File: config.mk
export PLATFORM = sky130hd
export DESIGN_NAME = odslp_top
export DESIGN_NICKNAME = d
export VERILOG_FILES = /design/src/odslp_pkg.sv /design/src/odslp_fifo_if.sv /design/src/odslp_fifo.sv /design/src/odslp_top.sv
export SDC_FILE = /design/constraint.sdc
export NUM_CORES = 1
export LEC_CHECK = 0
export BUFFER_PORTS_ARGS = -buffer_cell sky130_fd_sc_hd__buf_2
export CAP_MARGIN = 20
export CELL_PAD_IN_SITES_DETAIL_PLACEMENT = 0
export CELL_PAD_IN_SITES_GLOBAL_PLACEMENT = 1
export CORE_UTILIZATION = 47
export CTS_CLUSTER_SIZE = 12
export DETAILED_ROUTE_END_ITERATION = 16
export GPL_ROUTABILITY_DRIVEN = 1
export GPL_TIMING_DRIVEN = 0
export PLACE_DENSITY_LB_ADDON = 0.1
export SLEW_MARGIN = 20
export SYNTH_ARGS = -nofsm -noshare
export SYNTH_HDL_FRONTEND = slang
export SYNTH_SLANG_ARGS = --single-unit
File: constraint.sdc
create_clock -name CLK -period 3.53 [get_ports CLK]
set_input_delay 0.353 -clock CLK [delete_from_list [all_inputs] [get_ports CLK]]
set_output_delay 0.353 -clock CLK [all_outputs]
set_load 0.02 [all_outputs]
File: src/odslp_pkg.sv
package odslp_pkg;
  // serial word
  localparam int WORD_BITS      = 16;
  localparam int CH_NUM         = 8;
  localparam int CODE_W         = 12;
  localparam int CHAN_W         = 3;
  localparam int DATA_LSB       = 4;
  localparam int ADDR_MATCH_BIT = 3;
  localparam int CHAN_LSB       = 0;
  localparam int FIFO_W         = CHAN_W + CODE_W;
  localparam int FIFO_DEPTH     = 8;
  localparam logic [3:0] LAST_BIT_CNT = 4'hF;

  // pin vector positions, idle levels after reset
  localparam int PIN_NUM  = 6;
  localparam int PIN_SCLK = 0;
  localparam int PIN_FS   = 1;
  localparam int PIN_SDI  = 2;
  localparam int PIN_LOAD_OUTPUTS_N = 3;
  localparam int PIN_CLR  = 4;
  localparam int PIN_ADDR = 5;
  localparam logic [PIN_NUM-1:0] PIN_RST = 6'h1A;

  // register map, byte addresses
  localparam int AXI_AW = 7;
  localparam logic [AXI_AW-1:0] OFS_CTRL   = 7'h00;
  localparam logic [AXI_AW-1:0] OFS_STATUS = 7'h04;
  localparam logic [AXI_AW-1:0] OFS_LAST   = 7'h08;
  localparam logic [AXI_AW-1:0] OFS_INPUT  = 7'h20;
  localparam logic [AXI_AW-1:0] OFS_DAC    = 7'h40;

  // control fields and reset values
  localparam int CTRL_EN_BIT   = 0;
  localparam int CTRL_HOLD_BIT = 1;
  localparam logic CTRL_EN_RST   = 1'b1;
  localparam logic CTRL_HOLD_RST = 1'b0;

  // status fields
  localparam int ST_OVF_BIT   = 0;
  localparam int ST_EMPTY_BIT = 1;
  localparam int ST_FRAME_BIT = 2;
  localparam int ST_ADDR_BIT  = 3;
  localparam int ST_CNT_LSB   = 4;

  // axi responses
  localparam logic [1:0] RESP_OKAY   = 2'h0;
  localparam logic [1:0] RESP_SLVERR = 2'h2;
endpackage : odslp_pkg

File: src/odslp_fifo_if.sv
`timescale 1ns/100ps
interface odslp_fifo_if #(parameter int W = 15);
  logic         in_valid;
  logic         in_ready;
  logic [W-1:0] in_data;
  logic         out_valid;
  logic         out_ready;
  logic [W-1:0] out_data;

  modport store  (input in_valid, in_data, out_ready, output in_ready, out_valid, out_data);
  modport client (output in_valid, in_data, out_ready, input in_ready, out_valid, out_data);
endinterface : odslp_fifo_if

File: src/odslp_fifo.sv
`timescale 1ns/100ps
module odslp_fifo #(
  parameter int WIDTH = 15,
  parameter int DEPTH = 8
) (
  // clock and reset
  input wire logic         clk,
  input wire logic         rst,
  // both sides
  odslp_fifo_if.store      port
);
  // pointers carry one extra wrap bit; depth must be a power of two
  localparam int PW = $clog2(DEPTH);

  typedef struct packed {
    logic [DEPTH-1:0][WIDTH-1:0] mem;
    logic [PW:0]                 wr;
    logic [PW:0]                 rd;
  } odslp_fifo_s;

  odslp_fifo_s st;
  odslp_fifo_s nxt;
  logic        full;
  logic        empty;

  assign full           = (st.wr - st.rd) == (PW+1)'(DEPTH);
  assign empty          = st.wr == st.rd;
  assign port.in_ready  = !full;
  assign port.out_valid = !empty;
  assign port.out_data  = st.mem[st.rd[PW-1:0]];

  always_comb begin
    nxt = st;
    if (rst) begin
      nxt = '0;
    end else begin
      if (port.in_valid && !full) begin
        nxt.mem[st.wr[PW-1:0]] = port.in_data;
        nxt.wr                 = st.wr + 1'b1;
      end
      if (port.out_ready && !empty) begin
        nxt.rd = st.rd + 1'b1;
      end
    end
  end

  always_ff @(posedge clk) begin
    st <= nxt;
  end
endmodule : odslp_fifo

File: src/odslp_top.sv
// Summary of operation
// - data sampled on serial clock falling edges
// - first bit shifted in is word MSB
// - load low copies input registers to outputs
// - word accepted only when address bit matches pin
// - serial output passes bits through shift register
// - writes only while frame sync held low; input registers take buffered words at any frame sync level
//
// Added by the designer: the AXI4-Lite slave port and the address map.
`timescale 1ns/100ps
module odslp_top #(
  parameter int FIFO_DEPTH = odslp_pkg::FIFO_DEPTH
) (
  // system
  input  wire logic                                              CLK,
  input  wire logic                                              RST,
  // serial load pins
  input  wire logic                                              FRAME_SYNC_N,
  input  wire logic                                              SERIAL_CLOCK_IN,
  input  wire logic                                              SERIAL_DATA_IN,
  input  wire logic                                              DEVICE_ADDRESS_PIN,
  input  wire logic                                              LOAD_OUTPUTS_N,
  input  wire logic                                              CLEAR_ALL_N,
  output logic                                                   SERIAL_DATA_OUT,
  // converter codes, channel 0 in the low bits
  output logic [odslp_pkg::CH_NUM*odslp_pkg::CODE_W-1:0]        DAC_CODE,
  // axi4-lite write
  input  wire logic [odslp_pkg::AXI_AW-1:0]                      S_AXI_AWADDR,
  input  wire logic                                              S_AXI_AWVALID,
  output logic                                                   S_AXI_AWREADY,
  input  wire logic [31:0]                                       S_AXI_WDATA,
  input  wire logic [3:0]                                        S_AXI_WSTRB,
  input  wire logic                                              S_AXI_WVALID,
  output logic                                                   S_AXI_WREADY,
  output logic [1:0]                                             S_AXI_BRESP,
  output logic                                                   S_AXI_BVALID,
  input  wire logic                                              S_AXI_BREADY,
  // axi4-lite read
  input  wire logic [odslp_pkg::AXI_AW-1:0]                      S_AXI_ARADDR,
  input  wire logic                                              S_AXI_ARVALID,
  output logic                                                   S_AXI_ARREADY,
  output logic [31:0]                                            S_AXI_RDATA,
  output logic [1:0]                                             S_AXI_RRESP,
  output logic                                                   S_AXI_RVALID,
  input  wire logic                                              S_AXI_RREADY
);
  localparam int PN = odslp_pkg::PIN_NUM;
  localparam int CW = odslp_pkg::CODE_W;
  localparam int WB = odslp_pkg::WORD_BITS;

  typedef struct packed {
    logic [PN-1:0]                    s0;
    logic [PN-1:0]                    s1;
    logic [PN-1:0]                    s2;
    logic [PN-1:0]                    filt;
    logic [WB-1:0]                    shreg;
    logic [3:0]                       bitcnt;
    logic [WB-1:0]                    last_word;
    logic                             en;
    logic                             hold;
    logic                             ovf;
    logic                             push_valid;
    logic [odslp_pkg::FIFO_W-1:0]     push_data;
    logic [odslp_pkg::CH_NUM-1:0][CW-1:0] inreg;
    logic [odslp_pkg::CH_NUM-1:0][CW-1:0] dacreg;
    logic                             aw_got;
    logic                             w_got;
    logic [odslp_pkg::AXI_AW-1:0]     awaddr;
    logic [31:0]                      wdata;
    logic [3:0]                       wstrb;
    logic                             awready;
    logic                             wready;
    logic                             bvalid;
    logic [1:0]                       bresp;
    logic                             arready;
    logic                             rvalid;
    logic [31:0]                      rdata;
    logic [1:0]                       rresp;
  } odslp_state_s;

  odslp_state_s                    st;
  odslp_state_s                    nxt;
  logic [PN-1:0]                   pins;
  logic [PN-1:0]                   stable;
  logic                            sclk_fall;
  logic                            frame_act;
  logic                            sdi_now;
  logic                            clr_low;
  logic                            load_outputs_n_low;
  logic [WB-1:0]                   shift_exp;
  logic                            word_done;
  logic                            match;
  logic                            pop;
  logic [odslp_pkg::CHAN_W-1:0]    pop_chan;
  logic [CW-1:0]                   pop_code;

  odslp_fifo_if #(.W(odslp_pkg::FIFO_W)) fifo_port ();

  odslp_fifo #(
    .WIDTH (odslp_pkg::FIFO_W),
    .DEPTH (FIFO_DEPTH)
  ) u_fifo (
    .clk  (CLK),
    .rst  (RST),
    .port (fifo_port)
  );

  assign pins[odslp_pkg::PIN_SCLK] = SERIAL_CLOCK_IN;
  assign pins[odslp_pkg::PIN_FS]   = FRAME_SYNC_N;
  assign pins[odslp_pkg::PIN_SDI]  = SERIAL_DATA_IN;
  assign pins[odslp_pkg::PIN_LOAD_OUTPUTS_N] = LOAD_OUTPUTS_N;
  assign pins[odslp_pkg::PIN_CLR]  = CLEAR_ALL_N;
  assign pins[odslp_pkg::PIN_ADDR] = DEVICE_ADDRESS_PIN;

  // a pin level counts once the second and third stages agree
  assign stable    = ~(st.s1 ^ st.s2);
  assign sclk_fall = st.filt[odslp_pkg::PIN_SCLK] & stable[odslp_pkg::PIN_SCLK] & ~st.s2[odslp_pkg::PIN_SCLK];
  assign frame_act = ~st.filt[odslp_pkg::PIN_FS];
  assign sdi_now   = stable[odslp_pkg::PIN_SDI] ? st.s2[odslp_pkg::PIN_SDI] : st.filt[odslp_pkg::PIN_SDI];
  assign clr_low   = ~st.filt[odslp_pkg::PIN_CLR];
  assign load_outputs_n_low  = ~st.filt[odslp_pkg::PIN_LOAD_OUTPUTS_N];
  assign shift_exp = {st.shreg[WB-2:0], sdi_now};
  assign word_done = sclk_fall & frame_act & (st.bitcnt == odslp_pkg::LAST_BIT_CNT);
  assign match     = shift_exp[odslp_pkg::ADDR_MATCH_BIT] == st.filt[odslp_pkg::PIN_ADDR];

  // drain stalls on hold so the buffer really fills
  assign fifo_port.in_valid  = st.push_valid;
  assign fifo_port.in_data   = st.push_data;
  assign fifo_port.out_ready = ~st.hold & ~clr_low;
  assign pop      = fifo_port.out_valid & fifo_port.out_ready;
  assign pop_chan = fifo_port.out_data[odslp_pkg::FIFO_W-1 -: odslp_pkg::CHAN_W];
  assign pop_code = fifo_port.out_data[CW-1:0];

  assign SERIAL_DATA_OUT = st.shreg[WB-1];
  assign DAC_CODE        = st.dacreg;
  assign S_AXI_AWREADY   = st.awready;
  assign S_AXI_WREADY    = st.wready;
  assign S_AXI_BVALID    = st.bvalid;
  assign S_AXI_BRESP     = st.bresp;
  assign S_AXI_ARREADY   = st.arready;
  assign S_AXI_RVALID    = st.rvalid;
  assign S_AXI_RDATA     = st.rdata;
  assign S_AXI_RRESP     = st.rresp;

  always_comb begin
    nxt = st;
    if (RST) begin
      nxt      = '0;
      nxt.s0   = odslp_pkg::PIN_RST;
      nxt.s1   = odslp_pkg::PIN_RST;
      nxt.s2   = odslp_pkg::PIN_RST;
      nxt.filt = odslp_pkg::PIN_RST;
      nxt.en   = odslp_pkg::CTRL_EN_RST;
      nxt.hold = odslp_pkg::CTRL_HOLD_RST;
    end else begin
      nxt.s0   = pins;
      nxt.s1   = st.s0;
      nxt.s2   = st.s1;
      nxt.filt = (st.filt & ~stable) | (st.s2 & stable);

      // register writes; clear of the overflow flag comes first so a new overflow wins
      if (st.bvalid && S_AXI_BREADY) begin
        nxt.bvalid = 1'b0;
      end
      if (S_AXI_AWVALID && st.awready) begin
        nxt.aw_got = 1'b1;
        nxt.awaddr = S_AXI_AWADDR;
      end
      if (S_AXI_WVALID && st.wready) begin
        nxt.w_got = 1'b1;
        nxt.wdata = S_AXI_WDATA;
        nxt.wstrb = S_AXI_WSTRB;
      end
      if (st.aw_got && st.w_got && !st.bvalid) begin
        nxt.aw_got = 1'b0;
        nxt.w_got  = 1'b0;
        nxt.bvalid = 1'b1;
        nxt.bresp  = odslp_pkg::RESP_OKAY;
        if ({st.awaddr[odslp_pkg::AXI_AW-1:2], 2'h0} == odslp_pkg::OFS_CTRL) begin
          if (st.wstrb[0]) begin
            nxt.en   = st.wdata[odslp_pkg::CTRL_EN_BIT];
            nxt.hold = st.wdata[odslp_pkg::CTRL_HOLD_BIT];
          end
        end else if ({st.awaddr[odslp_pkg::AXI_AW-1:2], 2'h0} == odslp_pkg::OFS_STATUS) begin
          if (st.wstrb[0] && st.wdata[odslp_pkg::ST_OVF_BIT]) begin
            nxt.ovf = 1'b0;
          end
        end else begin
          nxt.bresp = odslp_pkg::RESP_SLVERR;
        end
      end
      nxt.awready = !nxt.aw_got && !nxt.bvalid;
      nxt.wready  = !nxt.w_got && !nxt.bvalid;

      // register reads
      if (st.rvalid && S_AXI_RREADY) begin
        nxt.rvalid = 1'b0;
      end
      if (S_AXI_ARVALID && st.arready) begin
        nxt.rvalid = 1'b1;
        nxt.rdata  = 32'h0000_0000;
        nxt.rresp  = odslp_pkg::RESP_OKAY;
        if ({S_AXI_ARADDR[odslp_pkg::AXI_AW-1:2], 2'h0} == odslp_pkg::OFS_CTRL) begin
          nxt.rdata[odslp_pkg::CTRL_EN_BIT]   = st.en;
          nxt.rdata[odslp_pkg::CTRL_HOLD_BIT] = st.hold;
        end else if ({S_AXI_ARADDR[odslp_pkg::AXI_AW-1:2], 2'h0} == odslp_pkg::OFS_STATUS) begin
          nxt.rdata[odslp_pkg::ST_OVF_BIT]          = st.ovf;
          nxt.rdata[odslp_pkg::ST_EMPTY_BIT]        = ~fifo_port.out_valid;
          nxt.rdata[odslp_pkg::ST_FRAME_BIT]        = frame_act;
          nxt.rdata[odslp_pkg::ST_ADDR_BIT]         = st.filt[odslp_pkg::PIN_ADDR];
          nxt.rdata[odslp_pkg::ST_CNT_LSB +: 4]     = st.bitcnt;
        end else if ({S_AXI_ARADDR[odslp_pkg::AXI_AW-1:2], 2'h0} == odslp_pkg::OFS_LAST) begin
          nxt.rdata[WB-1:0] = st.last_word;
        end else if (S_AXI_ARADDR[odslp_pkg::AXI_AW-1:5] == odslp_pkg::OFS_INPUT[odslp_pkg::AXI_AW-1:5]) begin
          nxt.rdata[CW-1:0] = st.inreg[S_AXI_ARADDR[4:2]];
        end else if (S_AXI_ARADDR[odslp_pkg::AXI_AW-1:5] == odslp_pkg::OFS_DAC[odslp_pkg::AXI_AW-1:5]) begin
          nxt.rdata[CW-1:0] = st.dacreg[S_AXI_ARADDR[4:2]];
        end else begin
          nxt.rresp = odslp_pkg::RESP_SLVERR;
        end
      end
      nxt.arready = !nxt.rvalid;

      // serial shift; frame sync high parks the bit counter
      nxt.push_valid = 1'b0;
      if (!frame_act) begin
        nxt.bitcnt = 4'h0;
      end else if (sclk_fall) begin
        nxt.shreg  = shift_exp;
        nxt.bitcnt = st.bitcnt + 4'h1;
        if (word_done) begin
          nxt.last_word = shift_exp;
          if (match && st.en) begin
            if (fifo_port.in_ready) begin
              nxt.push_valid = 1'b1;
              nxt.push_data  = {shift_exp[odslp_pkg::CHAN_LSB +: odslp_pkg::CHAN_W],
                                shift_exp[odslp_pkg::DATA_LSB +: CW]};
            end else begin
              nxt.ovf = 1'b1;
            end
          end
        end
      end

      // clear dominates both the drain and the load
      if (clr_low) begin
        nxt.inreg  = '0;
        nxt.dacreg = '0;
      end else begin
        if (pop) begin
          nxt.inreg[pop_chan] = pop_code;
        end
        if (load_outputs_n_low) begin
          nxt.dacreg = st.inreg;
        end
      end
    end
  end

  always_ff @(posedge CLK) begin
    st <= nxt;
  end
endmodule : odslp_top

==> flow_summary.json <==
{
  "clockBufferDepth": 3,
  "startpoint_type": "register",
  "period_minus_slack_ns": 3.29,
  "ys_ff_latch": 432,
  "diodes": 0,
  "setup_violations": 0,
  "dp_hpwl_mm": 43.8,
  "antenna_found_initial": 3,
  "crit_chain": "clkinv_1 > clkbuf_1 > ha_1 > nand3_1 > o21ai_2 > nor2_1 > nand2_1 > clkbuf_1 > o2bb2ai_1",
  "cap_violations": 0,
  "ff2ff_path_depth": 9,
  "synthesis.area_sq_um": 19900,
  "worstPathRequired_ns": 3.98,
  "final-max-slew-violation-count": 0,
  "status": "finished, final reports clean",
  "p_per_area_nw_per_um2": 467,
  "cts_tree": "built",
  "nets": 2224,
  "die-area_sq_um": 43100,
  "viasPerCell": 5.44,
  "die_h_um": 208,
  "postRouteAntennaNets": 0,
  "ys_warn_count": 0,
  "r2r_start": "u_fifo.st[2]",
  "drt_iter0_drc": 1019,
  "synth.distinct_cells": 70,
  "holdCritStartpoint": "S_AXI_AWADDR[6]",
  "ios": 201,
  "crit_path_start": "u_fifo.st[2]",
  "yosys_most_used_dff": "dfxtp_1",
  "drive_gt1_share_pct": 22.7,
  "hold_ws_ns": 0.0265,
  "slew-limit-headroom_pct": 21.1,
  "critical_path_depth": 9,
  "grt_first_pass_wirelength_mm": 91.3,
  "vias": 14800,
  "clkSlewWorstSetupHoldPaths_ns": 0.06,
  "rows": 74,
  "avgSynthCellArea_sq_um": 10.3,
  "path_class": "register to register",
  "crit_path_frequent_cell": "clkbuf_1",
  "cts_buffers": 48,
  "final_util_pct": 55.8,
  "grt_pass1_vias": 14700,
  "rsz0062_at_grt": "false",
  "place_congestion": 0.911,
  "cp_max_fo": 10,
  "p_leak_uw": 0.0103,
  "worst_pin_slew_ns": 1.18,
  "hold_viol": 0,
  "die-width_um": 208,
  "synthCells": 1937,
  "synth_enable_flop_cells": 0,
  "wire_per_inst_um": 22.2,
  "root_buffer": "clkbuf_16",
  "worstPathArrival_ns": 3.73,
  "crit_path_max_incr_delay_ns": 0.57,
  "ys_seq_area_share_pct": 43.5,
  "hp-class": "input port to register",
  "critPathCaptureType": "register",
  "overflow": 0,
  "port_buffers": 143,
  "insertion_delay_ns": 0.59,
  "dr.pass1.iters": 5,
  "clock.fmax_mhz": 304,
  "fin_crit_sh_pct": 93.1,
  "cpLargestDelayFamily": "buffers and inverters",
  "fin_tns_setup_ns": 0,
  "fillers": 3683,
  "track_usage_pct": 28.0,
  "grt_max_degree": 13,
  "htreeDepth": 2,
  "start_util_pct": 48.2,
  "path_buf_inv": 3,
  "finClkSkew_ns": 0.0158,
  "clock_sinks": 432,
  "core_sq_um": 41300,
  "routed_wl_mm": 60.4,
  "hold_depth": 3,
  "ir_drop_mv": 0.364,
  "crit_slowest_cell": "clkbuf_1",
  "synth-async-reset-ratio_pct": 0,
  "area_growth_syn_to_layout_pct": 15.9,
  "drc": 0
}
## final timing paths
check	slack (ns)	endpoint
hold / removal	0.03	st[83]
setup / recovery	0.24	st[272]
hold reg to reg	0.42	st[346]
setup reg to reg	0.24	st[272]
## per-stage QoR
stage          total power [uW]  setup slack (ns)  std cells  area [sq um]
2_1_floorplan              5440             0.949       1954         20000
3_3_place_gp               5650            0.0979       2629         21300
3_5_place_dp               5650            0.0675       2629         21300
4_1_cts                   10800            0.0498       2722         23000
5_1_grt                   11000            0.0281       2722         23000
6_report                  10800             0.243       2722         23000
## cells in the mapped netlist (3+ instances only)
cell / n / area, sq um
nor4_1: 3 / 18.8
nor2_1: 135 / 507
mux2i_1: 320 / 3200
buf_1: 27 / 101
and2_1: 5 / 31.3
o31ai_1: 3 / 22.5
buf_6: 8 / 90.1
nor2b_1: 23 / 144
o211ai_1: 6 / 45.0
inv_1: 11 / 41.3
and3_1: 4 / 25.0
mux2_2: 3 / 33.8
nand3_1: 18 / 90.1
nand4b_1: 4 / 35.0
xnor2_1: 5 / 43.8
o22ai_1: 6 / 37.5
a31oi_1: 3 / 18.8
a22o_1: 5 / 43.8
a21oi_1: 64 / 320
o2bb2ai_1: 24 / 210
nand4_1: 3 / 18.8
o21bai_1: 4 / 30.0
xor2_1: 4 / 35.0
o21a_1: 4 / 30.0
nand2_1: 220 / 826
dfxtp_1: 432 / 8650
o21ai_0: 16 / 80.1
buf_12: 3 / 60.1
nand3b_1: 6 / 45.0
a22oi_1: 9 / 67.6
mux4_2: 79 / 1780
nand2b_1: 158 / 988
nand4_4: 3 / 63.8
or4_1: 7 / 52.6
buf_2: 22 / 110
or2_2: 11 / 68.8
a221o_1: 4 / 40.0
ha_1: 8 / 100
nor3_1: 13 / 65.1
clkbuf_1: 77 / 289
buf_4: 140 / 1050
nor3b_1: 5 / 37.5
## state kept, by name, indices dropped and copies added, names as in the netlist, 15 cells and up
signal / flops
st: 153
u_fifo.st: 128
DAC_CODE: 96
S_AXI_RDATA: 16
fifo_port.in_data: 15
shift_exp: 15
## cells in the final DEF (no fill, tap or decap), drive strengths merged, types with 5 or more instances in the layout
cell type	synthesis	layout
conb	1	18
nor2b	23	23
o21ai	17	17
o22ai	6	6
or4	8	8
mux4	79	79
mux2i	321	321
dfxtp	432	432
ha	8	8
dlygate4sd3	0	6
bufinv	0	5
nand3b	6	6
nor3	13	13
nand2b	159	159
o2bb2ai	24	24
clkbuf	77	155
a22o	5	5
buf	200	343
o211ai	6	6
clkinv	1	5
a21oi	64	64
xnor2	5	5
and2	5	5
inv	11	11
nor3b	6	6
nor4	6	6
or2	11	11
nand3	19	19
a22oi	9	9
nand2	220	220
nand4	6	6
nor2	137	137
## worst min-delay path, stage by stage
cell,delay [ns]
buf_2,0.10
nand3_1,0.06
a21oi_1,0.05
## cells by family after synthesis
family | share of synthesized area (%)
compound gates | 5.30
xor+xnor | 0.516
fa+ha+maj | 0.554
buf+inv | 8.78
flops | 43.5
mux | 25.3
other cells | 0.0189
simple gates | 16.0
## area by class of cell
| cell class | instances | area (sq um) | area share [%] |
|---|---|---|---|
| Timing Repair Buffer | 149 | 776 | 3.37 |
| Sequential cell | 432 | 8650 | 37.5 |
| Buffer | 277 | 1700 | 7.39 |
| Clock inverter | 9 | 170 | 0.738 |
| Clock buffer | 78 | 1460 | 6.31 |
| Tap cell | 532 | 666 | 2.89 |
| Inverter | 12 | 45.0 | 0.195 |
| Multi-Input combinational cell | 1233 | 9580 | 41.6 |
## layer usage
| metal | vias to the layer above | wire, um | global-route usage [%] | part of all wire [%] |
|---|---|---|---|---|
| li1 | 6975 | - | - | - |
| met1 | 7300 | 25900 | 36.1 | 43 |
| met4 | 4 | 2650 | 13.1 | 4.4 |
| met5 | - | 26 | 0 | 0.043 |
| met3 | 120 | 2940 | 3.54 | 4.9 |
| met2 | 421 | 28900 | 46.7 | 48 |
## report_power, final
group          total, uW  switching (uW)  leakage (uW)  internal (uW)
registers           4920            23.6       0.00348           4900
clock network       5210            2040      0.000796           3170
logic                626             406       0.00600            220
total              10800            2470        0.0103           8290
## repair_timing
action                                  in CTS  in global routing
buffers inserted                             0                  0
endpoints found under the setup margin       0                 11
hold buffers                                 6                  0
endpoints found under the hold margin        6                  0
resized for setup                            0                  3
Power figures use the tool's default switching activity.
